$ cat src/design/pcoc_defs.vh
`ifndef PCOC_DEFS_VH
`define PCOC_DEFS_VH

// ----------------------------------------------------------------------
// Register offsets (serial control port addresses)
// ----------------------------------------------------------------------
`define PCOC_ADDR_BIAS      15'h003F
`define PCOC_ADDR_PREEMPH   15'h0048
`define PCOC_ADDR_AUXCTL    15'h0057
`define PCOC_ADDR_OVR       15'h0058

// ----------------------------------------------------------------------
// Reset values
// ----------------------------------------------------------------------
`define PCOC_RST_BIAS       8'h4F
`define PCOC_RST_PREEMPH    8'h00
`define PCOC_RST_AUXCTL     8'h00
`define PCOC_RST_OVR        8'h00

// ----------------------------------------------------------------------
// Writable bit masks (reserved bits read as zero)
// ----------------------------------------------------------------------
`define PCOC_MASK_BIAS      8'h7F
`define PCOC_MASK_PREEMPH   8'h0F
`define PCOC_MASK_AUXCTL    8'h87
`define PCOC_MASK_OVR       8'hBF

// ----------------------------------------------------------------------
// Field positions
// ----------------------------------------------------------------------
`define PCOC_BIAS_MSB       6
`define PCOC_PE_MSB         3
`define PCOC_AUX_EN_BIT     7
`define PCOC_AUX_SEL_MSB    2
`define PCOC_OVR_EN_BIT     7
`define PCOC_D_SEL_MSB      5
`define PCOC_D_SEL_LSB      4
`define PCOC_C_SEL_MSB      3
`define PCOC_C_SEL_LSB      2
`define PCOC_SE_REF_BIT     1
`define PCOC_SYN_EN_BIT     0

// ----------------------------------------------------------------------
// Output select codes
// ----------------------------------------------------------------------
`define PCOC_AUX_16UI       3'h0
`define PCOC_AUX_32UI       3'h1
`define PCOC_AUX_64UI       3'h2
`define PCOC_AUX_TSTAMP     3'h3
`define PCOC_REF_OFF        2'h0
`define PCOC_REF_DIV1       2'h1
`define PCOC_REF_DIV2       2'h2
`define PCOC_REF_DIV4       2'h3

// ----------------------------------------------------------------------
// Divider half periods in clk cycles
// ----------------------------------------------------------------------
`define PCOC_HALF_16UI      6'h08
`define PCOC_HALF_32UI      6'h10
`define PCOC_HALF_64UI      6'h20
`define PCOC_HALF_DIV1      6'h01
`define PCOC_HALF_DIV2      6'h02
`define PCOC_HALF_DIV4      6'h04

// ----------------------------------------------------------------------
// Serial frame layout
// ----------------------------------------------------------------------
`define PCOC_FRAME_HDR      5'h0F
`define PCOC_FRAME_LAST     5'h17
`define PCOC_LANES          8

`endif

$ cat src/design/pcoc_clk_div.v
`timescale 1ns/10ps
`include "pcoc_defs.vh"

module pcoc_clk_div
(
    input  wire       clk,          // System clock
    input  wire       rst_n,        // Synchronous reset, active low
    input  wire       enable,       // Request the divided clock
    input  wire       restart,      // Drop output low and restart phase
    input  wire [5:0] half_period,  // Cycles per half period, nonzero
    output reg        clk_out,      // Divided clock, low when idle
    output reg        active        // Divider is producing a clock
);

    reg [5:0] cnt_r;
    reg [5:0] half_r;

    // ------------------------------------------------------------------
    // Divider core
    // ------------------------------------------------------------------
    // Enable starts and stops it only with the output low, so only restart can cut a pulse;
    // the half period is latched per phase so a ratio change never cuts
    always @(posedge clk)
    begin
        if (!rst_n)
        begin
            cnt_r   <= 6'h00;
            half_r  <= `PCOC_HALF_DIV1;
            clk_out <= 1'b0;
            active  <= 1'b0;
        end
        else if (restart)
        begin
            cnt_r   <= 6'h00;
            half_r  <= half_period;
            clk_out <= 1'b0;
        end
        else if (!active)
        begin
            cnt_r   <= 6'h00;
            half_r  <= half_period;
            clk_out <= 1'b0;
            active  <= enable;
        end
        else if (cnt_r == half_r - 6'h01)
        begin
            cnt_r  <= 6'h00;
            half_r <= half_period;
            if (clk_out)
            begin
                clk_out <= 1'b0;
                active  <= enable;
            end
            else if (enable)
                clk_out <= 1'b1;
            else
                active  <= 1'b0;
        end
        else
            cnt_r <= cnt_r + 6'h01;
    end

endmodule

$ cat src/design/pcoc_top.v
`timescale 1ns/10ps
`include "pcoc_defs.vh"

module pcoc_top
(
    input  wire        clk,                    // System clock, 40 MHz
    input  wire        rst_n,                  // Sync reset, active low
    input  wire        spi_sclk,               // Serial port clock pin
    input  wire        spi_cs_n,               // Serial port select
    input  wire        spi_sdi,                // Serial data in
    output reg         spi_sdo,                // Serial data out
    output wire        spi_sdo_oe,             // Data out drive enable
    input  wire        synth_enable_pin,       // Synth enable pin
    input  wire        ref_select_pin,         // Reference select pin
    input  wire        clock_config_pin_0,     // Clock config pin 0
    input  wire        clock_config_pin_1,     // Clock config pin 1
    input  wire        timestamp_input,        // Timestamp pin
    input  wire        ser_reinit,             // Serializer restart
    output reg  [6:0]  oscillator_bias_level,  // Oscillator bias
    output reg  [31:0] lane_preemphasis,       // 4 bits per lane
    output reg         synth_enable,           // Synthesizer enable
    output reg         single_ended_ref_sel,   // Single-ended ref used
    output wire        aux_output_pin,         // Trigger output
    output wire        ref_output_c,           // Divided ref output C
    output wire        ref_output_d            // Divided ref output D
);

    // ------------------------------------------------------------------
    // Declarations
    // ------------------------------------------------------------------
    reg  [7:0]  bias_r;
    reg  [7:0]  preemph_r;
    reg  [7:0]  auxctl_r;
    reg  [7:0]  ovr_r;
    reg  [7:0]  sync1_r;
    reg  [7:0]  sync2_r;
    reg         sclk_d_r;
    reg  [4:0]  bit_cnt_r;
    reg  [15:0] hdr_r;
    reg  [7:0]  wdata_r;
    reg  [7:0]  rshift_r;
    reg         reading_r;
    reg  [7:0]  rd_data;
    reg  [7:0]  wr_byte;
    reg  [14:0] wr_addr;
    reg  [1:0]  c_sel;
    reg  [1:0]  d_sel;
    reg  [5:0]  c_half;
    reg  [5:0]  d_half;
    reg  [5:0]  aux_half;
    reg  [2:0]  aux_sel_d_r;
    reg         tstamp_out_r;
    wire        sclk_s;
    wire        cs_n_s;
    wire        sdi_s;
    wire        syn_pin_s;
    wire        ref_pin_s;
    wire        cfg0_s;
    wire        cfg1_s;
    wire        tstamp_s;
    wire        sclk_rise;
    wire        sclk_fall;
    wire        wr_commit;
    wire        ovr_en;
    wire        aux_en;
    wire [2:0]  aux_sel;
    wire        aux_clk_mode;
    wire        aux_clk;
    wire        c_active;
    wire        d_active;

    // ------------------------------------------------------------------
    // Pin synchronisers
    // ------------------------------------------------------------------
    // Two flops on every pin except ser_reinit; only the second stage is read
    always @(posedge clk)
    begin
        if (!rst_n)
        begin
            sync1_r <= 8'h03;
            sync2_r <= 8'h03;
        end
        else
        begin
            sync1_r <= {timestamp_input, clock_config_pin_1,
                        clock_config_pin_0, ref_select_pin,
                        synth_enable_pin, spi_sdi, spi_cs_n, spi_sclk};
            sync2_r <= sync1_r;
        end
    end

    assign sclk_s    = sync2_r[0];
    assign cs_n_s    = sync2_r[1];
    assign sdi_s     = sync2_r[2];
    assign syn_pin_s = sync2_r[3];
    assign ref_pin_s = sync2_r[4];
    assign cfg0_s    = sync2_r[5];
    assign cfg1_s    = sync2_r[6];
    assign tstamp_s  = sync2_r[7];

    // Serial clock edge detection on the synchronised level
    always @(posedge clk)
    begin
        if (!rst_n)
            sclk_d_r <= 1'b0;
        else
            sclk_d_r <= sclk_s;
    end

    assign sclk_rise = sclk_s & ~sclk_d_r & ~cs_n_s;
    assign sclk_fall = ~sclk_s & sclk_d_r & ~cs_n_s;

    // ------------------------------------------------------------------
    // Serial control port
    // ------------------------------------------------------------------
    // Frame: read flag, 15-bit address, 8 data bits, MSB first
    always @(posedge clk)
    begin
        if (!rst_n)
        begin
            bit_cnt_r <= 5'h00;
            hdr_r     <= 16'h0000;
            wdata_r   <= 8'h00;
            rshift_r  <= 8'h00;
            reading_r <= 1'b0;
            spi_sdo   <= 1'b0;
        end
        else if (cs_n_s)
        begin
            bit_cnt_r <= 5'h00;
            reading_r <= 1'b0;
            spi_sdo   <= 1'b0;
        end
        else
        begin
            if (sclk_rise)
            begin
                if (bit_cnt_r != 5'h1F)
                    bit_cnt_r <= bit_cnt_r + 5'h01;
                if (bit_cnt_r <= `PCOC_FRAME_HDR)
                    hdr_r <= {hdr_r[14:0], sdi_s};
                else
                    wdata_r <= {wdata_r[6:0], sdi_s};
                if (bit_cnt_r == `PCOC_FRAME_HDR)
                begin
                    reading_r <= hdr_r[14];
                    rshift_r  <= rd_data;
                end
            end
            if (sclk_fall && reading_r &&
                bit_cnt_r > `PCOC_FRAME_HDR &&
                bit_cnt_r <= `PCOC_FRAME_LAST + 5'h01)
            begin
                spi_sdo  <= rshift_r[7];
                rshift_r <= {rshift_r[6:0], 1'b0};
            end
        end
    end

    assign spi_sdo_oe = reading_r & ~cs_n_s;

    // Write commits on the last data bit of a write frame
    assign wr_commit = sclk_rise & ~hdr_r[15] &
                       (bit_cnt_r == `PCOC_FRAME_LAST);

    // Read mux; the address is complete when the header bit arrives
    always @*
    begin
        case ({hdr_r[13:0], sdi_s})
            `PCOC_ADDR_BIAS:    rd_data = bias_r;
            `PCOC_ADDR_PREEMPH: rd_data = preemph_r;
            `PCOC_ADDR_AUXCTL:  rd_data = auxctl_r;
            `PCOC_ADDR_OVR:     rd_data = ovr_r;
            default:            rd_data = 8'h00;
        endcase
    end

    // ------------------------------------------------------------------
    // Register file
    // ------------------------------------------------------------------
    always @*
    begin
        wr_byte = {wdata_r[6:0], sdi_s};
        wr_addr = hdr_r[14:0];
    end

    // Reserved bits are masked so they always read zero
    always @(posedge clk)
    begin
        if (!rst_n)
        begin
            bias_r    <= `PCOC_RST_BIAS;
            preemph_r <= `PCOC_RST_PREEMPH;
            auxctl_r  <= `PCOC_RST_AUXCTL;
            ovr_r     <= `PCOC_RST_OVR;
        end
        else if (wr_commit)
        begin
            case (wr_addr)
                `PCOC_ADDR_BIAS:
                    bias_r <= wr_byte & `PCOC_MASK_BIAS;
                `PCOC_ADDR_PREEMPH:
                    preemph_r <= wr_byte & `PCOC_MASK_PREEMPH;
                `PCOC_ADDR_AUXCTL:
                    auxctl_r <= wr_byte & `PCOC_MASK_AUXCTL;
                `PCOC_ADDR_OVR:
                    ovr_r <= wr_byte & `PCOC_MASK_OVR;
                default:
                    bias_r <= bias_r;
            endcase
        end
    end

    // ------------------------------------------------------------------
    // Synthesizer control outputs
    // ------------------------------------------------------------------
    assign ovr_en = ovr_r[`PCOC_OVR_EN_BIT];

    // Pin or register source for enable and reference choice
    always @(posedge clk)
    begin
        if (!rst_n)
        begin
            oscillator_bias_level <= 7'h4F;
            lane_preemphasis      <= 32'h0000_0000;
            synth_enable          <= 1'b0;
            single_ended_ref_sel  <= 1'b0;
        end
        else
        begin
            oscillator_bias_level <= bias_r[`PCOC_BIAS_MSB:0];
            lane_preemphasis <= {`PCOC_LANES{preemph_r[`PCOC_PE_MSB:0]}};
            synth_enable <= ovr_en ? ovr_r[`PCOC_SYN_EN_BIT]
                                   : syn_pin_s;
            single_ended_ref_sel <= ovr_en ? ovr_r[`PCOC_SE_REF_BIT]
                                           : ref_pin_s;
        end
    end

    // ------------------------------------------------------------------
    // Divided reference outputs
    // ------------------------------------------------------------------
    // Pin mode maps the config pins to C; pin 1 also mirrors C onto D
    always @*
    begin
        if (ovr_en)
        begin
            c_sel = ovr_r[`PCOC_C_SEL_MSB:`PCOC_C_SEL_LSB];
            d_sel = ovr_r[`PCOC_D_SEL_MSB:`PCOC_D_SEL_LSB];
        end
        else
        begin
            c_sel = {cfg1_s, cfg0_s};
            d_sel = cfg1_s ? {cfg1_s, cfg0_s}
                           : `PCOC_REF_OFF;
        end
        case (c_sel)
            `PCOC_REF_DIV2: c_half = `PCOC_HALF_DIV2;
            `PCOC_REF_DIV4: c_half = `PCOC_HALF_DIV4;
            default:        c_half = `PCOC_HALF_DIV1;
        endcase
        case (d_sel)
            `PCOC_REF_DIV2: d_half = `PCOC_HALF_DIV2;
            `PCOC_REF_DIV4: d_half = `PCOC_HALF_DIV4;
            default:        d_half = `PCOC_HALF_DIV1;
        endcase
    end

    pcoc_clk_div u_div_c
    (
        .clk         (clk),
        .rst_n       (rst_n),
        .enable      (c_sel != `PCOC_REF_OFF),
        .restart     (1'b0),
        .half_period (c_half),
        .clk_out     (ref_output_c),
        .active      (c_active)
    );

    // D is requested only while C is actually running
    pcoc_clk_div u_div_d
    (
        .clk         (clk),
        .rst_n       (rst_n),
        .enable      ((d_sel != `PCOC_REF_OFF) & c_active),
        .restart     (1'b0),
        .half_period (d_half),
        .clk_out     (ref_output_d),
        .active      (d_active)
    );

    // ------------------------------------------------------------------
    // Trigger output
    // ------------------------------------------------------------------
    assign aux_en       = auxctl_r[`PCOC_AUX_EN_BIT];
    assign aux_sel      = auxctl_r[`PCOC_AUX_SEL_MSB:0];
    assign aux_clk_mode = (aux_sel <= `PCOC_AUX_64UI);

    // Half period per select code
    always @*
    begin
        case (aux_sel)
            `PCOC_AUX_32UI: aux_half = `PCOC_HALF_32UI;
            `PCOC_AUX_64UI: aux_half = `PCOC_HALF_64UI;
            default:        aux_half = `PCOC_HALF_16UI;
        endcase
    end

    // Select change restarts the phase in case software ignores order
    always @(posedge clk)
    begin
        if (!rst_n)
            aux_sel_d_r <= `PCOC_AUX_16UI;
        else
            aux_sel_d_r <= aux_sel;
    end

    pcoc_clk_div u_div_aux
    (
        .clk         (clk),
        .rst_n       (rst_n),
        .enable      (aux_en & aux_clk_mode),
        .restart     (ser_reinit | (aux_sel != aux_sel_d_r)),
        .half_period (aux_half),
        .clk_out     (aux_clk),
        .active      ()
    );

    // Resampled timestamp; reserved codes hold the output low
    always @(posedge clk)
    begin
        if (!rst_n)
            tstamp_out_r <= 1'b0;
        else
            tstamp_out_r <= aux_en & (aux_sel == `PCOC_AUX_TSTAMP) &
                            tstamp_s;
    end

    assign aux_output_pin = aux_clk | tstamp_out_r;

endmodule

$ cat config.mk
export PLATFORM = sky130hd
export DESIGN_NAME = pcoc_top
export DESIGN_NICKNAME = d
export VERILOG_FILES = /design/src/design/pcoc_clk_div.v /design/src/design/pcoc_top.v
export VERILOG_INCLUDE_DIRS = /design/src /design/src/design
export SDC_FILE = /design/constraint.sdc
export NUM_CORES = 1
export LEC_CHECK = 0
export ABC_AREA = 1
export BUFFER_PORTS_ARGS = -buffer_cell sky130_fd_sc_hd__buf_2
export CORE_AREA = 2 2 109 111
export CTS_CLUSTER_SIZE = 8
export DETAILED_ROUTE_END_ITERATION = 7
export DIE_AREA = 0 0 111 113
export GPL_ROUTABILITY_DRIVEN = 0
export HOLD_SLACK_MARGIN = 0.1
export PLACE_DENSITY = 0.84
export SYNTH_ARGS = -nofsm -noshare
export SYNTH_HDL_FRONTEND = slang
export SYNTH_HIERARCHICAL = 1
export SYNTH_SLANG_ARGS = --single-unit
export TNS_END_PERCENT = 1
$ cat constraint.sdc
create_clock -name clk -period 2.1 [get_ports clk]
set_input_delay 0.21 -clock clk [delete_from_list [all_inputs] [get_ports clk]]
set_output_delay 0.21 -clock clk [all_outputs]
set_load 0.01 [all_outputs]
## Word-level counts from Yosys, hierarchy flattened

Cells that the tools add are included.

- Input port bits: 11
- Register bits after elaboration: 164
- Logic and storage cells: 146
- Output and inout bits: 46

- $lt $le $gt $ge: 4
- Eq/ne operators: 25
- Bitwise gates (word level): 22
- Muxes and demuxes: 34
- Add/sub/neg operators: 7
- Reductions and logical operators: 23

Operator list:

| kind | count |
|---|---|
| 15-bit by 7-bit == test with 1-bit output, second input constant | 6 |
| 6-bit 2-to-1 mux | 7 |
| 8-bit case mux with 4 select lines | 1 |
| 15-bit by 6-bit == test with 1-bit output, second input constant | 2 |
| 8-bit 2-to-1 mux | 3 |
| 6-bit by 1-bit adder with 6-bit output, second input constant | 3 |
| 6-bit == test | 3 |
| 6-bit by 1-bit subtractor with 6-bit output, second input constant | 3 |
| 1-bit 2-to-1 mux | 17 |
| 2-bit AND reduction | 8 |
| 3-bit case mux with 2 select lines | 2 |
| 6-bit case mux with 2 select lines | 1 |
| 1-bit AND | 11 |
| 1-bit inverter | 9 |
| 3-bit AND reduction | 3 |
| 3-bit OR reduction | 3 |
| 2-bit == test, second input constant | 4 |
| 2-bit nonzero test | 4 |
| 3-bit by 2-bit == test with 1-bit output, second input constant | 2 |
| 2-bit 2-to-1 mux | 3 |
| 5-bit by 1-bit adder with 5-bit output, second input constant | 1 |
| 5-bit by 4-bit == test with 1-bit output, second input constant | 1 |
| 5-bit == test, second input constant | 1 |
| 5-bit by 4-bit greater-than comparator with 1-bit output, second input constant | 1 |
| 12 further kinds | 16 |

## Logic depth before layout (Yosys ltp)

- Depth after elaboration: 8
- Gate-level depth with buffers: 13
- Mapped depth without buffers: 12

## By module

The synthesis kept the hierarchy.

Modules (own cells, without submodules):

| module | times used | cells an instance | area an instance (um2) |
|---|---|---|---|
| pcoc_top | 1 | 589 | 4276.6 |
| pcoc_clk_div | 3 | 117 | 804.5 |

## Worst setup path after synthesis

No wires, ideal clock.

- Path kind: register -> register
- From: register auxctl_r[2]
- To: register u_div_aux.half_r[2]
- Cell stages (with the launch flop): 9
- Setup slack: 0.162 ns
- Library setup time: 0.115 ns
- Arrival time: 1.823 ns
- Cells stage by stage: dfxtp_1 > clkbuf_1 > xor2_1 > or4_1 > nor2_1 > clkbuf_1 > nand3_1 > nand2_1 > nor2_1

- Word-level cells in the longest chain between the ends: 3
- Elaborated cells between the ends (all ways): 4
- Those cells by class: eq/ne: 2; mux: 1; bitwise: 1

Ends and longest elaborated chain:

| item | line | text |
|---|---|---|
| start, declared | pcoc_top.v:33 | `reg [7:0] auxctl_r;` |
| start signal, assigned | pcoc_top.v:194 | `` auxctl_r <= `PCOC_RST_AUXCTL; `` |
| start signal, assigned | pcoc_top.v:205 | `` auxctl_r <= wr_byte & `PCOC_MASK_AUXCTL; `` |
| 3-bit != test * | pcoc_top.v:323 | `.restart (ser_reinit \| (aux_sel != aux_sel_d_r)),` |
| 1-bit bitwise OR * | pcoc_top.v:323 |  |
| 3-bit by 2-bit != test with 1-bit output (no source line) / 6-bit 2-to-1 mux (equally long branches) | -- |  |
| end signal, assigned | pcoc_clk_div.v:35 | `half_r <= half_period;` |
| end signal, assigned | pcoc_clk_div.v:41 | `half_r <= half_period;` |
| end signal, assigned | pcoc_clk_div.v:48 | `half_r <= half_period;` |
| end, declared | pcoc_clk_div.v:16 | `reg [5:0] half_r;` |

Every way passes the cells marked *; elsewhere a longest branch is shown, timed or not.
A chain may end at the register's enable or synchronous reset.

## Worst setup path in the final report

- From: register u_div_d.half_r[0]
- To: register u_div_d.half_r[4]

- Word-level cells in the longest chain between the ends: 3

Ends and longest elaborated chain:

| item | line | text |
|---|---|---|
| start, declared | pcoc_clk_div.v:16 |  |
| start signal, assigned | pcoc_clk_div.v:28 | `` half_r <= `PCOC_HALF_DIV1; `` |
| start signal, assigned | pcoc_clk_div.v:35 |  |
| start signal, assigned | pcoc_clk_div.v:41 |  |
| 6-bit by 1-bit subtractor with 6-bit output | pcoc_clk_div.v:45 | `else if (cnt_r == half_r - 6'h01)` |
| 6-bit == test | pcoc_clk_div.v:45 |  |
| 2-bit != test (no source line) | -- |  |

No other way between the ends.

==> impl_metrics.py <==
metrics = {
    "timing": {
        "skew_ps": 9.377,
        "rsz0062_at_grt": "true",
        "fin_crit_sh": 0.9114,
        "max_freq_mhz": 522.5,
        "hold_viol": 0,
        "finalMaxSlewViolations": 0,
        "period_minus_slack_ps": 1914,
        "setup_viol": 0,
    },
    "finish": {
        "diodes": 0,
        "num-fill-cells": 911,
        "finalNetCount": 1015,
        "multi_input_area_um2": 3153,
        "final_util": 0.6748,
        "layout.area.seq_um2": 2723,
        "final_area_um2": 7606,
        "final_common_cell": "nand2_1",
        "area_growth_pct": 13.69,
        "drive_above_1_share": 0.1551,
        "final_cell_mix": "nand2_1, dfxtp_1, inv_1",
    },
    "power": {
        "pwr-share-comb": 0.084,
        "p_sw_mw": 1.408,
        "power_frac_seq": 0.442,
        "leakagePower_nw": 3.646,
        "p_total_mw": 6.085,
        "p_int_mw": 4.677,
        "clkPwrFrac": 0.474,
        "switching_share": 0.2314,
        "p_per_area_nw_per_um2": 800.1,
        "worst_ir_drop_vdd_uv": 597.8,
    },
    "critical_path": {
        "cp-endpoint": "u_div_d/half_r[4]",
        "critPathMaxFanout": 15,
        "required_ps": 2400,
        "startpoint": "u_div_d/half_r[0]",
        "start_kind": "flip-flop",
        "r2r_end": "u_div_d/half_r[4]",
        "regToRegSetupSlack_ps": 190,
        "r2r-start": "u_div_d/half_r[0]",
        "worstSetupEndpointType": "flip-flop",
        "crit_type": "reg -> reg",
        "cp_data_arrival_time_ps": 2210,
        "rr_worst_depth": 10,
    },
    "routing": {
        "drc": 0,
        "vias": 5883,
        "drt_pass1_iterations": 7,
        "wl_mm": 13.97,
        "drt_iter0_drc": 337,
        "routed_via_density": 5.120,
        "wl_per_cell_um": 12.16,
        "antenna_left": 0,
    },
    "placed_design": {
        "io_buffers": 56,
        "dpl_cell_area_um2": 6940,
        "hpwl_mm": 9.507,
    },
    "yosys": {
        "mappedNetlistArea_um2": 6690,
        "synth.ff_latch_count": 136,
        "ys_warn_count": 6,
        "yosysUniqueCellTypes": 39,
        "synthCells": 940,
        "synth_area_per_cell_um2": 7.117,
        "ys_seq_area_frac": 0.4070,
    },
    "floorplanning": {
        "coreArea_um2": 11270,
        "fp-row-count": 39,
        "die_x_um": 111,
        "fp.dieArea_um2": 12540,
        "ioPinCount": 57,
        "start_util": 0.5935,
        "die_h_um": 113,
    },
    "run": {
        "cap_viol_max_count": 0,
    },
    "cts": {
        "cts_buffers": 17,
        "cts.sinks": 136,
        "clock-root-buffer": "clkbuf_16",
        "clk_pin_slew_ps": 60,
        "clockBufferDepth": 2,
        "cts_tree": "yes",
        "post_cts_buffers": 0,
        "clock_latency_ps": 420,
        "h-tree-depth": 4,
    },
    "global_route": {
        "antenna_found_initial": 0,
        "gr-total-overflow": 0,
        "grt_use_total": 0.2381,
        "grt_max_degree": 30,
        "grt_pass1_wl_mm": 24.54,
        "grt_pass1_vias": 5589,
    },
    "status": {
        "status": "completed",
    },
    "min_path": {
        "min_path_cells": 2,
        "hp-class": "in -> reg",
    },
}
-- through the flow --
step,std cells,TNS [ps],hold slack [ps],worst slack [ps]
after global routing,1149,-11.48,208.9,-8.990
after detailed placement,1110,0,397.2,205.0
after floorplan,956,0,307.6,161.7
after global placement,1110,0,390.7,278.3
final,1149,0,199.4,186.1
after CTS,1149,0,186.0,170.7
-- worst max-delay path, stage by stage (launching register included) --
cell and delay (ps):
dfxtp_1 380, inv_1 120, ha_1 260, inv_1 80, nand2_1 70, nand3_1 100
nand3_1 150, nor2_4 150, nand3_4 190, a21oi_1 220, nor2_1 70
-- layer usage --
| metal | up-vias | routed length [µm] | global-route usage |
|---|---|---|---|
| li1 | 3033 | - | - |
| met5 | - | 0 | 0 |
| met1 | 2638 | 6221 | 0.2880 |
| met2 | 179 | 6649 | 0.4053 |
| met4 | 0 | 359 | 0.1133 |
| met3 | 33 | 739 | 0.05303 |
-- power by group through the flow --
stage,Clock [mW],Combinational [mW],Sequential (mW)
finish,2.89,0.512,2.69
global route,3.07,0.579,2.69
CTS,2.94,0.504,2.69
detailed placement,0,0.484,2.74
global placement,0,0.472,2.74
floorplan,0,0.412,2.73
-- registers in the layout (all words and copies together), names as in the netlist, 7 cells and up --
signal                 cells
hdr_r                     16
rshift_r                   8
sync1_r                    8
sync2_r                    8
bias_r                     7
oscillator_bias_level      7
ovr_r                      7
wdata_r                    7
-- cell type report --
cell class / instances / share of cell area
clock inverter: 8 / 0.01250
tap: 143 / 0.02352
inverter: 134 / 0.06613
sequential: 136 / 0.3580
timing repair buffer: 78 / 0.06119
clock buffer: 23 / 0.06416
multi-input combinational: 627 / 0.4145
-- synthesized netlist by cell type --
library cell | n | share of area
a211oi_1 | 4 | 0.0045
a21oi_1 | 63 | 0.047
a31oi_1 | 1 | 0.00094
buf_1 | 1 | 0.00056
buf_2 | 10 | 0.0075
buf_4 | 29 | 0.033
buf_6 | 4 | 0.0067
clkbuf_1 | 14 | 0.0079
clkbuf_2 | 1 | 0.00075
conb_1 | 1 | 0.00056
dfxtp_1 | 136 | 0.41
ha_1 | 10 | 0.019
inv_1 | 127 | 0.071
inv_2 | 7 | 0.0039
nand2_1 | 203 | 0.11
nand2_2 | 6 | 0.0056
nand3_1 | 77 | 0.058
nand3_2 | 7 | 0.010
nand3_4 | 3 | 0.0079
nand3b_1 | 7 | 0.0079
nand3b_2 | 1 | 0.0017
nand4_1 | 12 | 0.011
nand4_4 | 1 | 0.0032
nor2_1 | 104 | 0.058
nor2_2 | 9 | 0.0084
nor2_4 | 4 | 0.0067
nor3_1 | 7 | 0.0052
nor3b_2 | 1 | 0.0019
nor4_1 | 1 | 0.00094
nor4_2 | 1 | 0.0019
nor4_4 | 1 | 0.0032
o211ai_1 | 9 | 0.010
o21a_1 | 1 | 0.0011
o21ai_0 | 40 | 0.030
o21ai_2 | 1 | 0.0013
or2_2 | 14 | 0.013
or4_1 | 1 | 0.0011
xnor2_1 | 3 | 0.0039
xor2_1 | 18 | 0.024
-- kinds of logic (layout without fill, tap and decap cells) --
group / after synthesis / count (layout) / share of synthesized area
AOI/OAI and AO/OA: 119 / 119 / 0.09501
xor gates and xnor gates: 21 / 21 / 0.02749
adders and majority gates: 10 / 10 / 0.01870
buffers and inverters: 193 / 243 / 0.1311
DFF: 136 / 136 / 0.4070
other: 1 / 17 / 0.0005605
and+or+nand+nor: 460 / 460 / 0.3202
-- worst min path at each step --
| stage | start | to |
|---|---|---|
| floorplan | spi_sdi | sync1_r[2] |
| global placement | spi_sdi | sync1_r[2] |
| detailed placement | synth_enable_pin | sync1_r[3] |
| global route | rst_n | u_div_d/half_r[0] |
| finish | rst_n | u_div_d/half_r[0] |
| CTS | rst_n | u_div_d/half_r[0] |
-- what timing repair did --
action,4_1_cts,5_1_grt
hold endpoints to repair,8,0
gates resized for setup,0,1
hold buffers,8,0
endpoints found under the setup margin,0,7
Note: power is estimated with default switching activity, not from simulation.
